<file path="config.mk">
export PLATFORM = sky130hd
export DESIGN_NAME = slc_ctrl
export DESIGN_NICKNAME = d
export VERILOG_FILES = /design/src/design/slc_pkg.sv /design/src/design/slc_disp_if.sv /design/src/design/slc_disp.sv /design/src/design/slc_ctrl.sv
export VERILOG_INCLUDE_DIRS = /design/src /design/src/design
export SDC_FILE = /design/constraint.sdc
export NUM_CORES = 1
export LEC_CHECK = 0
export ABC_AREA = 1
export BUFFER_PORTS_ARGS = -buffer_cell sky130_fd_sc_hd__buf_2
export CORE_AREA = 5 5 83 100
export DETAILED_ROUTE_END_ITERATION = 16
export DIE_AREA = 0 0 88 105
export PLACE_DENSITY = 0.79
export RECOVER_POWER = 50
export REMOVE_ABC_BUFFERS = 1
export SLEW_MARGIN = 0
export SYNTH_ARGS = -nofsm -noshare
export SYNTH_HDL_FRONTEND = slang
export SYNTH_SLANG_ARGS = --single-unit
</file>
<file path="constraint.sdc">
create_clock -name core_clk -period 4.7 [get_ports core_clk]
set_clock_uncertainty 0.05 [all_clocks]
set_input_delay 0.47 -clock core_clk [delete_from_list [all_inputs] [get_ports core_clk]]
set_output_delay 0.47 -clock core_clk [all_outputs]
set_load 0.02 [all_outputs]
</file>
<file path="src/design/slc_defs.svh">
`ifndef SLC_DEFS_SVH
`define SLC_DEFS_SVH

// clock and base tick
`define SLC_CLK_MHZ 125
`define SLC_TICK_US 1000
`define SLC_TICK_CYC (`SLC_TICK_US * `SLC_CLK_MHZ)

// timing in ms / s and derived tick counts (rounded down)
`define SLC_EDM_TIMEOUT_MS 300
`define SLC_EDM_TICKS (`SLC_EDM_TIMEOUT_MS * 1000 / `SLC_TICK_US)
`define SLC_SHOW_MS 500
`define SLC_SHOW_TICKS (`SLC_SHOW_MS * 1000 / `SLC_TICK_US)
`define SLC_SEG_STEP_MS 100
`define SLC_STEP_TICKS (`SLC_SEG_STEP_MS * 1000 / `SLC_TICK_US)
`define SLC_ALIGN_HOLD_S 120
`define SLC_ALIGN_TICKS (`SLC_ALIGN_HOLD_S * 1000000 / `SLC_TICK_US)

// pin sync vector bit positions
`define SLC_PIN_FB 0
`define SLC_PIN_BTN 1
`define SLC_PIN_TEST 2
`define SLC_PIN_ROLE 3

// reset values of configuration
`define SLC_RST_RESTART_IL 1'b0
`define SLC_RST_EDM 1'b0
`define SLC_RST_CFG 1'b0
`define SLC_RST_CODING 2'h0
// pin sync reset: test input idles at 24 V, so no false test request
`define SLC_RST_PINS 5'h04

// segment patterns, bit7 = dp, bits 6..0 = g..a
`define SLC_SEG_BLANK 8'h00
`define SLC_SEG_RANGE 8'h76
`define SLC_SEG_HOST 8'h74
`define SLC_SEG_GUEST1 8'h38
`define SLC_SEG_GUEST2 8'h3e
`define SLC_SEG_CODE0 8'h54
`define SLC_SEG_CODE1 8'h01
`define SLC_SEG_CODE2 8'h08
`define SLC_SEG_MARK 8'h5c
`define SLC_SEG_ALIGN0 8'hbf
`define SLC_SEG_ALIGN1 8'h86
`define SLC_SEG_ALIGN2 8'h5b
`define SLC_SEG_ERROR 8'hf9

`endif

</file>
<file path="src/design/slc_pkg.sv">
package slc_pkg;
  typedef enum logic [2:0] {
    SF_OFF = 3'h0, SF_ARMED = 3'h1, SF_CHECK = 3'h3, SF_ON = 3'h2,
    SF_ERR = 3'h6
  } slc_safe_t;
  typedef enum logic [2:0] {
    DS_TEST = 3'h0, DS_RANGE = 3'h1, DS_ROLE = 3'h3, DS_CODE = 3'h2,
    DS_ALIGN = 3'h6, DS_RUN = 3'h7, DS_ERR = 3'h5
  } slc_disp_t;
endpackage

</file>
<file path="src/design/slc_disp_if.sv">
`timescale 1ns/100ps
interface slc_disp_if;
  logic tick;
  logic receiver;
  logic large_range;
  logic marker;
  logic error;
  logic [1:0] align_q;
  logic [1:0] role;
  logic [1:0] coding;
  logic [7:0] seg;
  logic ready;
  modport ctrl (output tick, receiver, large_range, marker, error,
    align_q, role, coding, input seg, ready);
  modport disp (input tick, receiver, large_range, marker, error,
    align_q, role, coding, output seg, ready);
endinterface

</file>
<file path="src/design/slc_disp.sv">
`timescale 1ns/100ps
`include "slc_defs.svh"
module slc_disp
  import slc_pkg::*;
#(
  parameter int ALIGN_TICKS = `SLC_ALIGN_TICKS
)
(
  input wire logic core_clk,
  input wire logic reset,
  slc_disp_if.disp dif
);
  localparam logic [16:0] SHOW_T = 17'(`SLC_SHOW_TICKS);
  localparam logic [16:0] STEP_T = 17'(`SLC_STEP_TICKS);
  localparam logic [16:0] ALIGN_T = 17'(ALIGN_TICKS);

  if (ALIGN_TICKS < 1 || ALIGN_TICKS >= 131072)
  begin : g_bad_align
    $error("ALIGN_TICKS out of range");
  end

  slc_disp_t state_ff, nxt_state;
  logic [16:0] cnt_ff;
  logic [2:0] step_ff;
  logic [7:0] seg_ff;
  logic ready_ff;
  logic last;
  logic good;

  assign good = (dif.align_q == 2'h3);
  assign last = dif.tick &&
    (cnt_ff >= ((state_ff == DS_TEST) ? STEP_T : SHOW_T) - 17'h1);

  // power-up steps in fixed order, error overrides everything
  always_comb
  begin
    nxt_state = state_ff;
    unique case (state_ff)
      DS_TEST:
        if (last && step_ff == 3'h6)
          nxt_state = (dif.receiver && dif.large_range) ? DS_RANGE
            : DS_ROLE;
      DS_RANGE: if (last) nxt_state = DS_ROLE;
      DS_ROLE: if (last) nxt_state = DS_CODE;
      DS_CODE: if (last) nxt_state = dif.receiver ? DS_ALIGN : DS_RUN;
      DS_ALIGN:
        if (dif.tick && good && cnt_ff >= ALIGN_T)
          nxt_state = DS_RUN;
      DS_RUN: nxt_state = DS_RUN;
      DS_ERR: nxt_state = DS_ERR;
      default: nxt_state = DS_ERR;
    endcase
    if (dif.error)
      nxt_state = DS_ERR;
  end

  always_ff @(posedge core_clk or posedge reset)
  begin
    if (reset)
      state_ff <= DS_TEST;
    else
      state_ff <= nxt_state;
  end

  // dwell counter; in alignment it measures unbroken good alignment
  always_ff @(posedge core_clk or posedge reset)
  begin
    if (reset)
      cnt_ff <= 17'h0;
    else if (nxt_state != state_ff || (state_ff == DS_TEST && last))
      cnt_ff <= 17'h0;
    else if (state_ff == DS_ALIGN && !good)
      cnt_ff <= 17'h0;
    else if (dif.tick && state_ff != DS_RUN && state_ff != DS_ERR)
      cnt_ff <= cnt_ff + 17'h1;
  end

  // segment walk index during the lamp test
  always_ff @(posedge core_clk or posedge reset)
  begin
    if (reset)
      step_ff <= 3'h0;
    else if (state_ff == DS_TEST && last && step_ff != 3'h6)
      step_ff <= step_ff + 3'h1;
  end

  // symbol per state, registered one cycle behind the state
  always_ff @(posedge core_clk or posedge reset)
  begin
    if (reset)
      seg_ff <= `SLC_SEG_BLANK;
    else
      unique case (state_ff)
        DS_TEST: seg_ff <= 8'(8'h01 << step_ff);
        DS_RANGE: seg_ff <= `SLC_SEG_RANGE;
        DS_ROLE: seg_ff <= (dif.role == 2'h0) ? `SLC_SEG_HOST
          : (dif.role == 2'h1) ? `SLC_SEG_GUEST1 : `SLC_SEG_GUEST2;
        DS_CODE: seg_ff <= (dif.coding == 2'h0) ? `SLC_SEG_CODE0
          : (dif.coding == 2'h1) ? `SLC_SEG_CODE1 : `SLC_SEG_CODE2;
        DS_ALIGN: seg_ff <= good
          ? (dif.marker ? `SLC_SEG_MARK : `SLC_SEG_BLANK)
          : (dif.align_q == 2'h0) ? `SLC_SEG_ALIGN0
          : (dif.align_q == 2'h1) ? `SLC_SEG_ALIGN1
          : `SLC_SEG_ALIGN2;
        DS_RUN: seg_ff <= dif.marker ? `SLC_SEG_MARK
          : `SLC_SEG_BLANK;
        DS_ERR: seg_ff <= `SLC_SEG_ERROR;
        default: seg_ff <= `SLC_SEG_ERROR;
      endcase
  end

  // operational once the power-up display reaches alignment or run
  always_ff @(posedge core_clk or posedge reset)
  begin
    if (reset)
      ready_ff <= 1'b0;
    else
      ready_ff <= (state_ff == DS_ALIGN) || (state_ff == DS_RUN);
  end

  assign dif.seg = seg_ff;
  assign dif.ready = ready_ff;
endmodule

</file>
<file path="src/design/slc_ctrl.sv">
`timescale 1ns/100ps
`include "slc_defs.svh"
module slc_ctrl
  import slc_pkg::*;
#(
  parameter int TICK_CYCLES = `SLC_TICK_CYC,
  parameter int ALIGN_TICKS = `SLC_ALIGN_TICKS
)
(
  input wire logic core_clk,
  input wire logic reset,
  input wire logic is_receiver,
  input wire logic field_clear,
  input wire logic [1:0] align_quality,
  input wire logic cfg_wr,
  input wire logic cfg_edm_en,
  input wire logic cfg_restart_il,
  input wire logic cfg_large_range,
  input wire logic [1:0] cfg_coding,
  input wire logic cfg_reduced_res,
  input wire logic cfg_blanking,
  input wire logic nv_edm_stored,
  input wire logic feedback_pin,
  input wire logic restart_btn_pin,
  input wire logic test_in_pin,
  input wire logic [1:0] role_sel_in_pin,
  output logic safety_output_a,
  output logic safety_output_b,
  output logic [7:0] seg,
  output logic [1:0] role_sel_out,
  output logic ext_test_req,
  output logic restart_required,
  output logic edm_fault,
  output logic device_error,
  output logic nv_edm_wr,
  output logic nv_edm_data
);
  localparam logic [16:0] TICK_C = 17'(TICK_CYCLES);
  localparam logic [8:0] EDM_T = 9'(`SLC_EDM_TICKS);

  if (TICK_CYCLES < 1 || TICK_CYCLES >= 131072)
  begin : g_bad_tick
    $error("TICK_CYCLES out of range");
  end

  slc_disp_if dif ();

  slc_safe_t state_ff, nxt_state;
  logic [4:0] pin_meta_ff;
  logic [4:0] pin_sync_ff;
  logic btn_prev_ff;
  logic [16:0] tick_cnt_ff;
  logic tick_ff;
  logic [8:0] edm_cnt_ff;
  logic nv_load_ff;
  logic edm_en_ff;
  logic restart_il_ff;
  logic large_range_ff;
  logic [1:0] coding_ff;
  logic marker_ff;
  logic [1:0] role_ff;
  logic err_ff;
  logic fb;
  logic btn_press;
  logic edm_ok;
  logic ossd_a_ff;
  logic ossd_b_ff;
  logic [1:0] role_out_ff;
  logic test_req_ff;
  logic rr_ff;
  logic edm_fault_ff;
  logic nv_wr_ff;
  logic nv_data_ff;

  // two flip-flops on every pin input before any logic reads it
  always_ff @(posedge core_clk or posedge reset)
  begin
    if (reset)
    begin
      pin_meta_ff <= `SLC_RST_PINS;
      pin_sync_ff <= `SLC_RST_PINS;
    end
    else
    begin
      pin_meta_ff <= {role_sel_in_pin, test_in_pin, restart_btn_pin,
        feedback_pin};
      pin_sync_ff <= pin_meta_ff;
    end
  end

  assign fb = pin_sync_ff[`SLC_PIN_FB];
  assign btn_press = pin_sync_ff[`SLC_PIN_BTN] && !btn_prev_ff;
  // contactors must sit at rest before a restart is allowed
  assign edm_ok = !edm_en_ff || fb;

  // button edge detect on the synchronised level only
  always_ff @(posedge core_clk or posedge reset)
  begin
    if (reset)
      btn_prev_ff <= 1'b0;
    else
      btn_prev_ff <= pin_sync_ff[`SLC_PIN_BTN];
  end

  // 1 ms tick divider; all slow timing counts these pulses
  always_ff @(posedge core_clk or posedge reset)
  begin
    if (reset)
    begin
      tick_cnt_ff <= 17'h0;
      tick_ff <= 1'b0;
    end
    else if (tick_cnt_ff == TICK_C - 17'h1)
    begin
      tick_cnt_ff <= 17'h0;
      tick_ff <= 1'b1;
    end
    else
    begin
      tick_cnt_ff <= tick_cnt_ff + 17'h1;
      tick_ff <= 1'b0;
    end
  end

  // edm mode survives power cycles: loaded from the store after
  // reset release, written back on every configuration write after that load cycle
  always_ff @(posedge core_clk or posedge reset)
  begin
    if (reset)
    begin
      nv_load_ff <= 1'b1;
      edm_en_ff <= `SLC_RST_EDM;
    end
    else if (nv_load_ff)
    begin
      nv_load_ff <= 1'b0;
      edm_en_ff <= nv_edm_stored;
    end
    else if (cfg_wr)
      edm_en_ff <= cfg_edm_en;
  end

  // store write strobe, one cycle per configuration write outside the load cycle
  always_ff @(posedge core_clk or posedge reset)
  begin
    if (reset)
    begin
      nv_wr_ff <= 1'b0;
      nv_data_ff <= `SLC_RST_EDM;
    end
    else
    begin
      nv_wr_ff <= cfg_wr && !nv_load_ff;
      if (cfg_wr && !nv_load_ff)
        nv_data_ff <= cfg_edm_en;
    end
  end

  // volatile settings; interlock off until software enables it
  always_ff @(posedge core_clk or posedge reset)
  begin
    if (reset)
    begin
      restart_il_ff <= `SLC_RST_RESTART_IL;
      large_range_ff <= `SLC_RST_CFG;
      coding_ff <= `SLC_RST_CODING;
      marker_ff <= `SLC_RST_CFG;
    end
    else if (cfg_wr)
    begin
      restart_il_ff <= cfg_restart_il;
      large_range_ff <= cfg_large_range;
      coding_ff <= cfg_coding;
      marker_ff <= cfg_reduced_res || cfg_blanking;
    end
  end

  // cascade role from the select pins, next role passed on;
  // code 3 on the input is taken as the last guest
  always_ff @(posedge core_clk or posedge reset)
  begin
    if (reset)
    begin
      role_ff <= 2'h0;
      role_out_ff <= 2'h1;
    end
    else
    begin
      role_ff <= pin_sync_ff[`SLC_PIN_ROLE +: 2];
      unique case (pin_sync_ff[`SLC_PIN_ROLE +: 2])
        2'h0: role_out_ff <= 2'h1;
        2'h1: role_out_ff <= 2'h2;
        default: role_out_ff <= 2'h3;
      endcase
    end
  end

  // feedback seen at 24V while edm is off means miswiring; latched
  // until reset so a flapping contact cannot clear it
  always_ff @(posedge core_clk or posedge reset)
  begin
    if (reset)
      err_ff <= 1'b0;
    else if (is_receiver && !nv_load_ff && !edm_en_ff && fb)
      err_ff <= 1'b1;
  end

  // safety output sequencing
  always_comb
  begin
    nxt_state = state_ff;
    unique case (state_ff)
      SF_OFF:
        if (field_clear && dif.ready && edm_ok)
          nxt_state = restart_il_ff ? SF_ARMED : SF_CHECK;
      SF_ARMED:
        if (!field_clear)
          nxt_state = SF_OFF;
        else if (btn_press && edm_ok)
          nxt_state = SF_CHECK;
      SF_CHECK:
        if (!field_clear)
          nxt_state = SF_OFF;
        else if (!edm_en_ff || !fb)
          nxt_state = SF_ON;
        else if (tick_ff && edm_cnt_ff >= EDM_T - 9'h1)
          nxt_state = SF_OFF;
      SF_ON:
        if (!field_clear)
          nxt_state = SF_OFF;
      SF_ERR: nxt_state = SF_ERR;
      default: nxt_state = SF_ERR;
    endcase
    if (err_ff || !is_receiver)
      nxt_state = err_ff ? SF_ERR : SF_OFF;
  end

  always_ff @(posedge core_clk or posedge reset)
  begin
    if (reset)
      state_ff <= SF_OFF;
    else
      state_ff <= nxt_state;
  end

  // time allowed for the contactors to pull in after switch-on
  always_ff @(posedge core_clk or posedge reset)
  begin
    if (reset)
      edm_cnt_ff <= 9'h0;
    else if (state_ff != SF_CHECK)
      edm_cnt_ff <= 9'h0;
    else if (tick_ff)
      edm_cnt_ff <= edm_cnt_ff + 9'h1;
  end

  // both outputs from the same next state; separate flops so a
  // stuck flop on one channel does not hide the other
  always_ff @(posedge core_clk or posedge reset)
  begin
    if (reset)
    begin
      ossd_a_ff <= 1'b0;
      ossd_b_ff <= 1'b0;
    end
    else
    begin
      ossd_a_ff <= (nxt_state == SF_CHECK) || (nxt_state == SF_ON);
      ossd_b_ff <= (nxt_state == SF_CHECK) || (nxt_state == SF_ON);
    end
  end

  // status levels
  always_ff @(posedge core_clk or posedge reset)
  begin
    if (reset)
    begin
      rr_ff <= 1'b0;
      edm_fault_ff <= 1'b0;
      test_req_ff <= 1'b0;
    end
    else
    begin
      rr_ff <= (nxt_state == SF_ARMED);
      if (state_ff == SF_CHECK && nxt_state == SF_OFF && field_clear)
        edm_fault_ff <= 1'b1;
      else if (nxt_state == SF_ON)
        edm_fault_ff <= 1'b0;
      // sender: 0V on the test pin asks for an external test
      test_req_ff <= !is_receiver && !pin_sync_ff[`SLC_PIN_TEST];
    end
  end

  // display sequencer
  assign dif.tick = tick_ff;
  assign dif.receiver = is_receiver;
  assign dif.large_range = large_range_ff;
  assign dif.marker = marker_ff;
  assign dif.error = err_ff;
  assign dif.align_q = align_quality;
  assign dif.role = role_ff;
  assign dif.coding = coding_ff;

  slc_disp #(
    .ALIGN_TICKS(ALIGN_TICKS)
  ) u_disp (
    .core_clk(core_clk),
    .reset(reset),
    .dif(dif)
  );

  assign safety_output_a = ossd_a_ff;
  assign safety_output_b = ossd_b_ff;
  assign seg = dif.seg;
  assign role_sel_out = role_out_ff;
  assign ext_test_req = test_req_ff;
  assign restart_required = rr_ff;
  assign edm_fault = edm_fault_ff;
  assign device_error = err_ff;
  assign nv_edm_wr = nv_wr_ff;
  assign nv_edm_data = nv_data_ff;
endmodule

</file>
==> flow_summary.ini <==
[global_route]
first_global_vias = 3659
grt_pass1_wl_mm = 15.7
grt_overflow = 0
grt_max_degree = 50
antenna_found_initial = 0
grt.total_usage = 0.211

[worst_hold_path]
worst_hold_path_type = in2reg

[setup_path]
end_kind = flop
crit_path_max_fanout = 16
cp.required_ns = 4.93
arrival_ns = 3.02
criticalPathCategory = reg2reg
r2r_slack_ns = 1.91
cp-start-kind = flop

[synth]
ys_dominant_reg_cell = dfrtp_1
syn_inst = 512
synth_cell_type_count = 44
synth_area_per_cell_um2 = 8.72
ys_seq_area_frac = 0.511
ys_async_sr_fraction = 1.00
syn_area_um2 = 4470
yosys_warnings = 0
synth_seq_cells = 91
synth_edf_count = 0

[floorplanning]
dieHeight_um = 105
pin_count = 38
start_util = 0.621
rows = 34
floorplan.die_area_um2 = 9240
die_w_um = 88
core_area_um2 = 7190

[clock_network]
cts_resized = 0
cts-root-buf = clkbuf_8
cts_buffer_depth = 2
cts_setup_buffers = 0
clock_latency_ns = 0.37
clock-sinks = 91
path_clk_slew_ns = 0.09
htreeDepth = 3
tritoncts = done
numCtsBuffers = 9
holdBufCountCts = 0

[placement]
port_buffers = 37
routabilityCongestion = 0.942
dp_hpwl_mm = 6.60

[timing]
max_freq_mhz = 358
hold_viol = 0
max-slew-margin-rel = -0.379
min_period_over_period = 0.594
grt_setup_unrepaired = false
fin_tns_setup_ns = 0
layout_min_cycle_time_ns = 2.79
tightestPinTransition_ns = 2.06
maxSlewViolCount = 50
setup_violations = 0

[layout]
final_nets = 588
syn_to_final_growth_pct = 9.89
diodes = 0
drive_gt1_frac = 0.121

[drt]
drc = 0
vias = 3535
wl_mm = 8.87
viasPerCell = 5.44
drt_iter0_drc = 227
ant_nets = 0
drt-pass1-iter-count = 5
routedWlPerCell_um = 13.6

[power_and_ir_drop]
ir_drop_mv = 0.280
power_leakage_nw = 2.28
power_mw = 1.45
power.density_nw_per_um2 = 296

[run_status]
status = complete, but fails checks
violations = max-capacitance violations, max-slew violations

[job]
drv_cap = 1
[report_power, final]
group	internal, mW	switching [mW]	total [mW]
clock network	0.317	0.286	0.603
logic	0.0123	0.0335	0.0458
registers	0.797	0.00660	0.804
[worst max-delay path, stage by stage (launching register included)]
cell and delay, ns:
dfrtp_1 0.50, nor3_4 0.50, ha_1 0.36, nand2_1 0.07, nand2_1 0.05, inv_1 0.05
nand2_1 0.04, nor2_1 0.10, nand3_2 0.14, nand3_1 0.12, nand2_1 0.06, nand2_1 0.06
nand2_1 0.06, nor2_2 0.17, nand2_4 0.18, nor3_1 0.20
[sequential cells by signal, indices dropped and copies added (netlist names), 2 cells and up]
name	flops
pin_sync_ff	5
edm_cnt_ff	9
u_disp.dif.seg	8
u_disp.step_ff	3
coding_ff	2
tick_cnt_ff	17
state_ff	3
u_disp.cnt_ff	17
pin_meta_ff	5
role_sel_out	2
u_disp.state_ff	3
dif.role	2
[kinds of logic after synthesis]
family / after synthesis / synth area share
AO/OA/AOI/OAI: 58 / 0.0745
AND/OR/NAND/NOR: 254 / 0.266
buffers and inverters: 75 / 0.0723
other: 1 / 0.000840
XOR/XNOR: 20 / 0.0392
flip-flops: 91 / 0.511
adder cells (fa/ha/maj): 13 / 0.0364
[layer usage]
layer  wire, µm  vias to the layer above  GRT usage
met2       4560                      103      0.352
li1           -                     1749          -
met1       3670                     1667      0.259
met5          0                        -          0
met3        452                       16     0.0386
met4        186                        0      0.101
[layout make-up]
cell class                      count  area (µm²)
Inverter                           69         260
Tap cell                           90         113
Sequential cell                    91        2280
Clock buffer                       11         141
Fill cell                         569        2280
Clock inverter                      5        85.1
Multi-Input combinational cell    346        1850
Timing Repair Buffer               38         173
[path summary, 6_finish.rpt]
kind                                          from                end  cells past startpoint
worst min register to register      pin_meta_ff[3]     pin_sync_ff[3]                      0
max in group asynchronous                    reset     tick_cnt_ff[6]                      3
worst max-delay path            u_disp.state_ff[0]  u_disp.cnt_ff[13]                     15
worst min-delay path                   test_in_pin     pin_meta_ff[2]                      1
worst max register to register  u_disp.state_ff[0]  u_disp.cnt_ff[13]                     15
min in group asynchronous                    reset        dif.role[1]                      2
[cell usage after synthesis (2+ instances only)]
cell type	number	area (µm²)
a21oi_1	28	140
a31oi_1	3	18.8
buf_4	2	15.0
dfrtp_1	87	2180
dfstp_2	4	105
ha_1	13	163
inv_1	65	244
inv_2	4	15.0
nand2_1	95	357
nand2_2	5	31.3
nand3_1	33	165
nand3b_1	2	15.0
nand4_1	15	93.8
nor2_1	58	218
nor2_2	10	62.6
nor2_4	4	45.0
nor3_1	22	110
nor3b_1	2	15.0
o211ai_1	3	22.5
o21ai_0	15	75.1
xnor2_1	6	52.6
xor2_1	14	123
[stage by stage]
step,std cells,area [µm²],setup slack [ns],hold WS (ns),util
final,650,4910,1.91,0.148,0.683
after global routing,650,4910,1.63,0.137,0.683
after CTS,650,4930,1.88,0.136,0.686
after detailed placement,634,4710,1.91,0.291,0.655
after global placement,634,4710,2.03,0.282,0.655
after floorplan,506,4400,1.82,0.281,-
[placed cells by master, fill, tap and decap left out, types with 2 or more instances in the layout]
master	Yosys	layout
clkbuf_8	1	10
ha_1	13	13
nor3_1	22	22
o211ai_1	3	3
nor2_1	58	59
nand3_1	33	33
clkbuf_1	1	17
inv_1	65	65
nand3b_1	2	2
nand4_1	15	15
xor2_1	14	14
inv_2	4	3
nor3b_1	2	2
a21oi_1	28	28
nand2_1	95	95
buf_2	0	21
xnor2_1	6	6
nor2_4	4	3
bufinv_16	0	2
nor2_2	10	10
a31oi_1	3	3
o21ai_0	15	15
dfrtp_1	87	87
nand2_2	5	5
dfstp_2	4	3
Note: power is estimated with default switching activity, not from simulation.
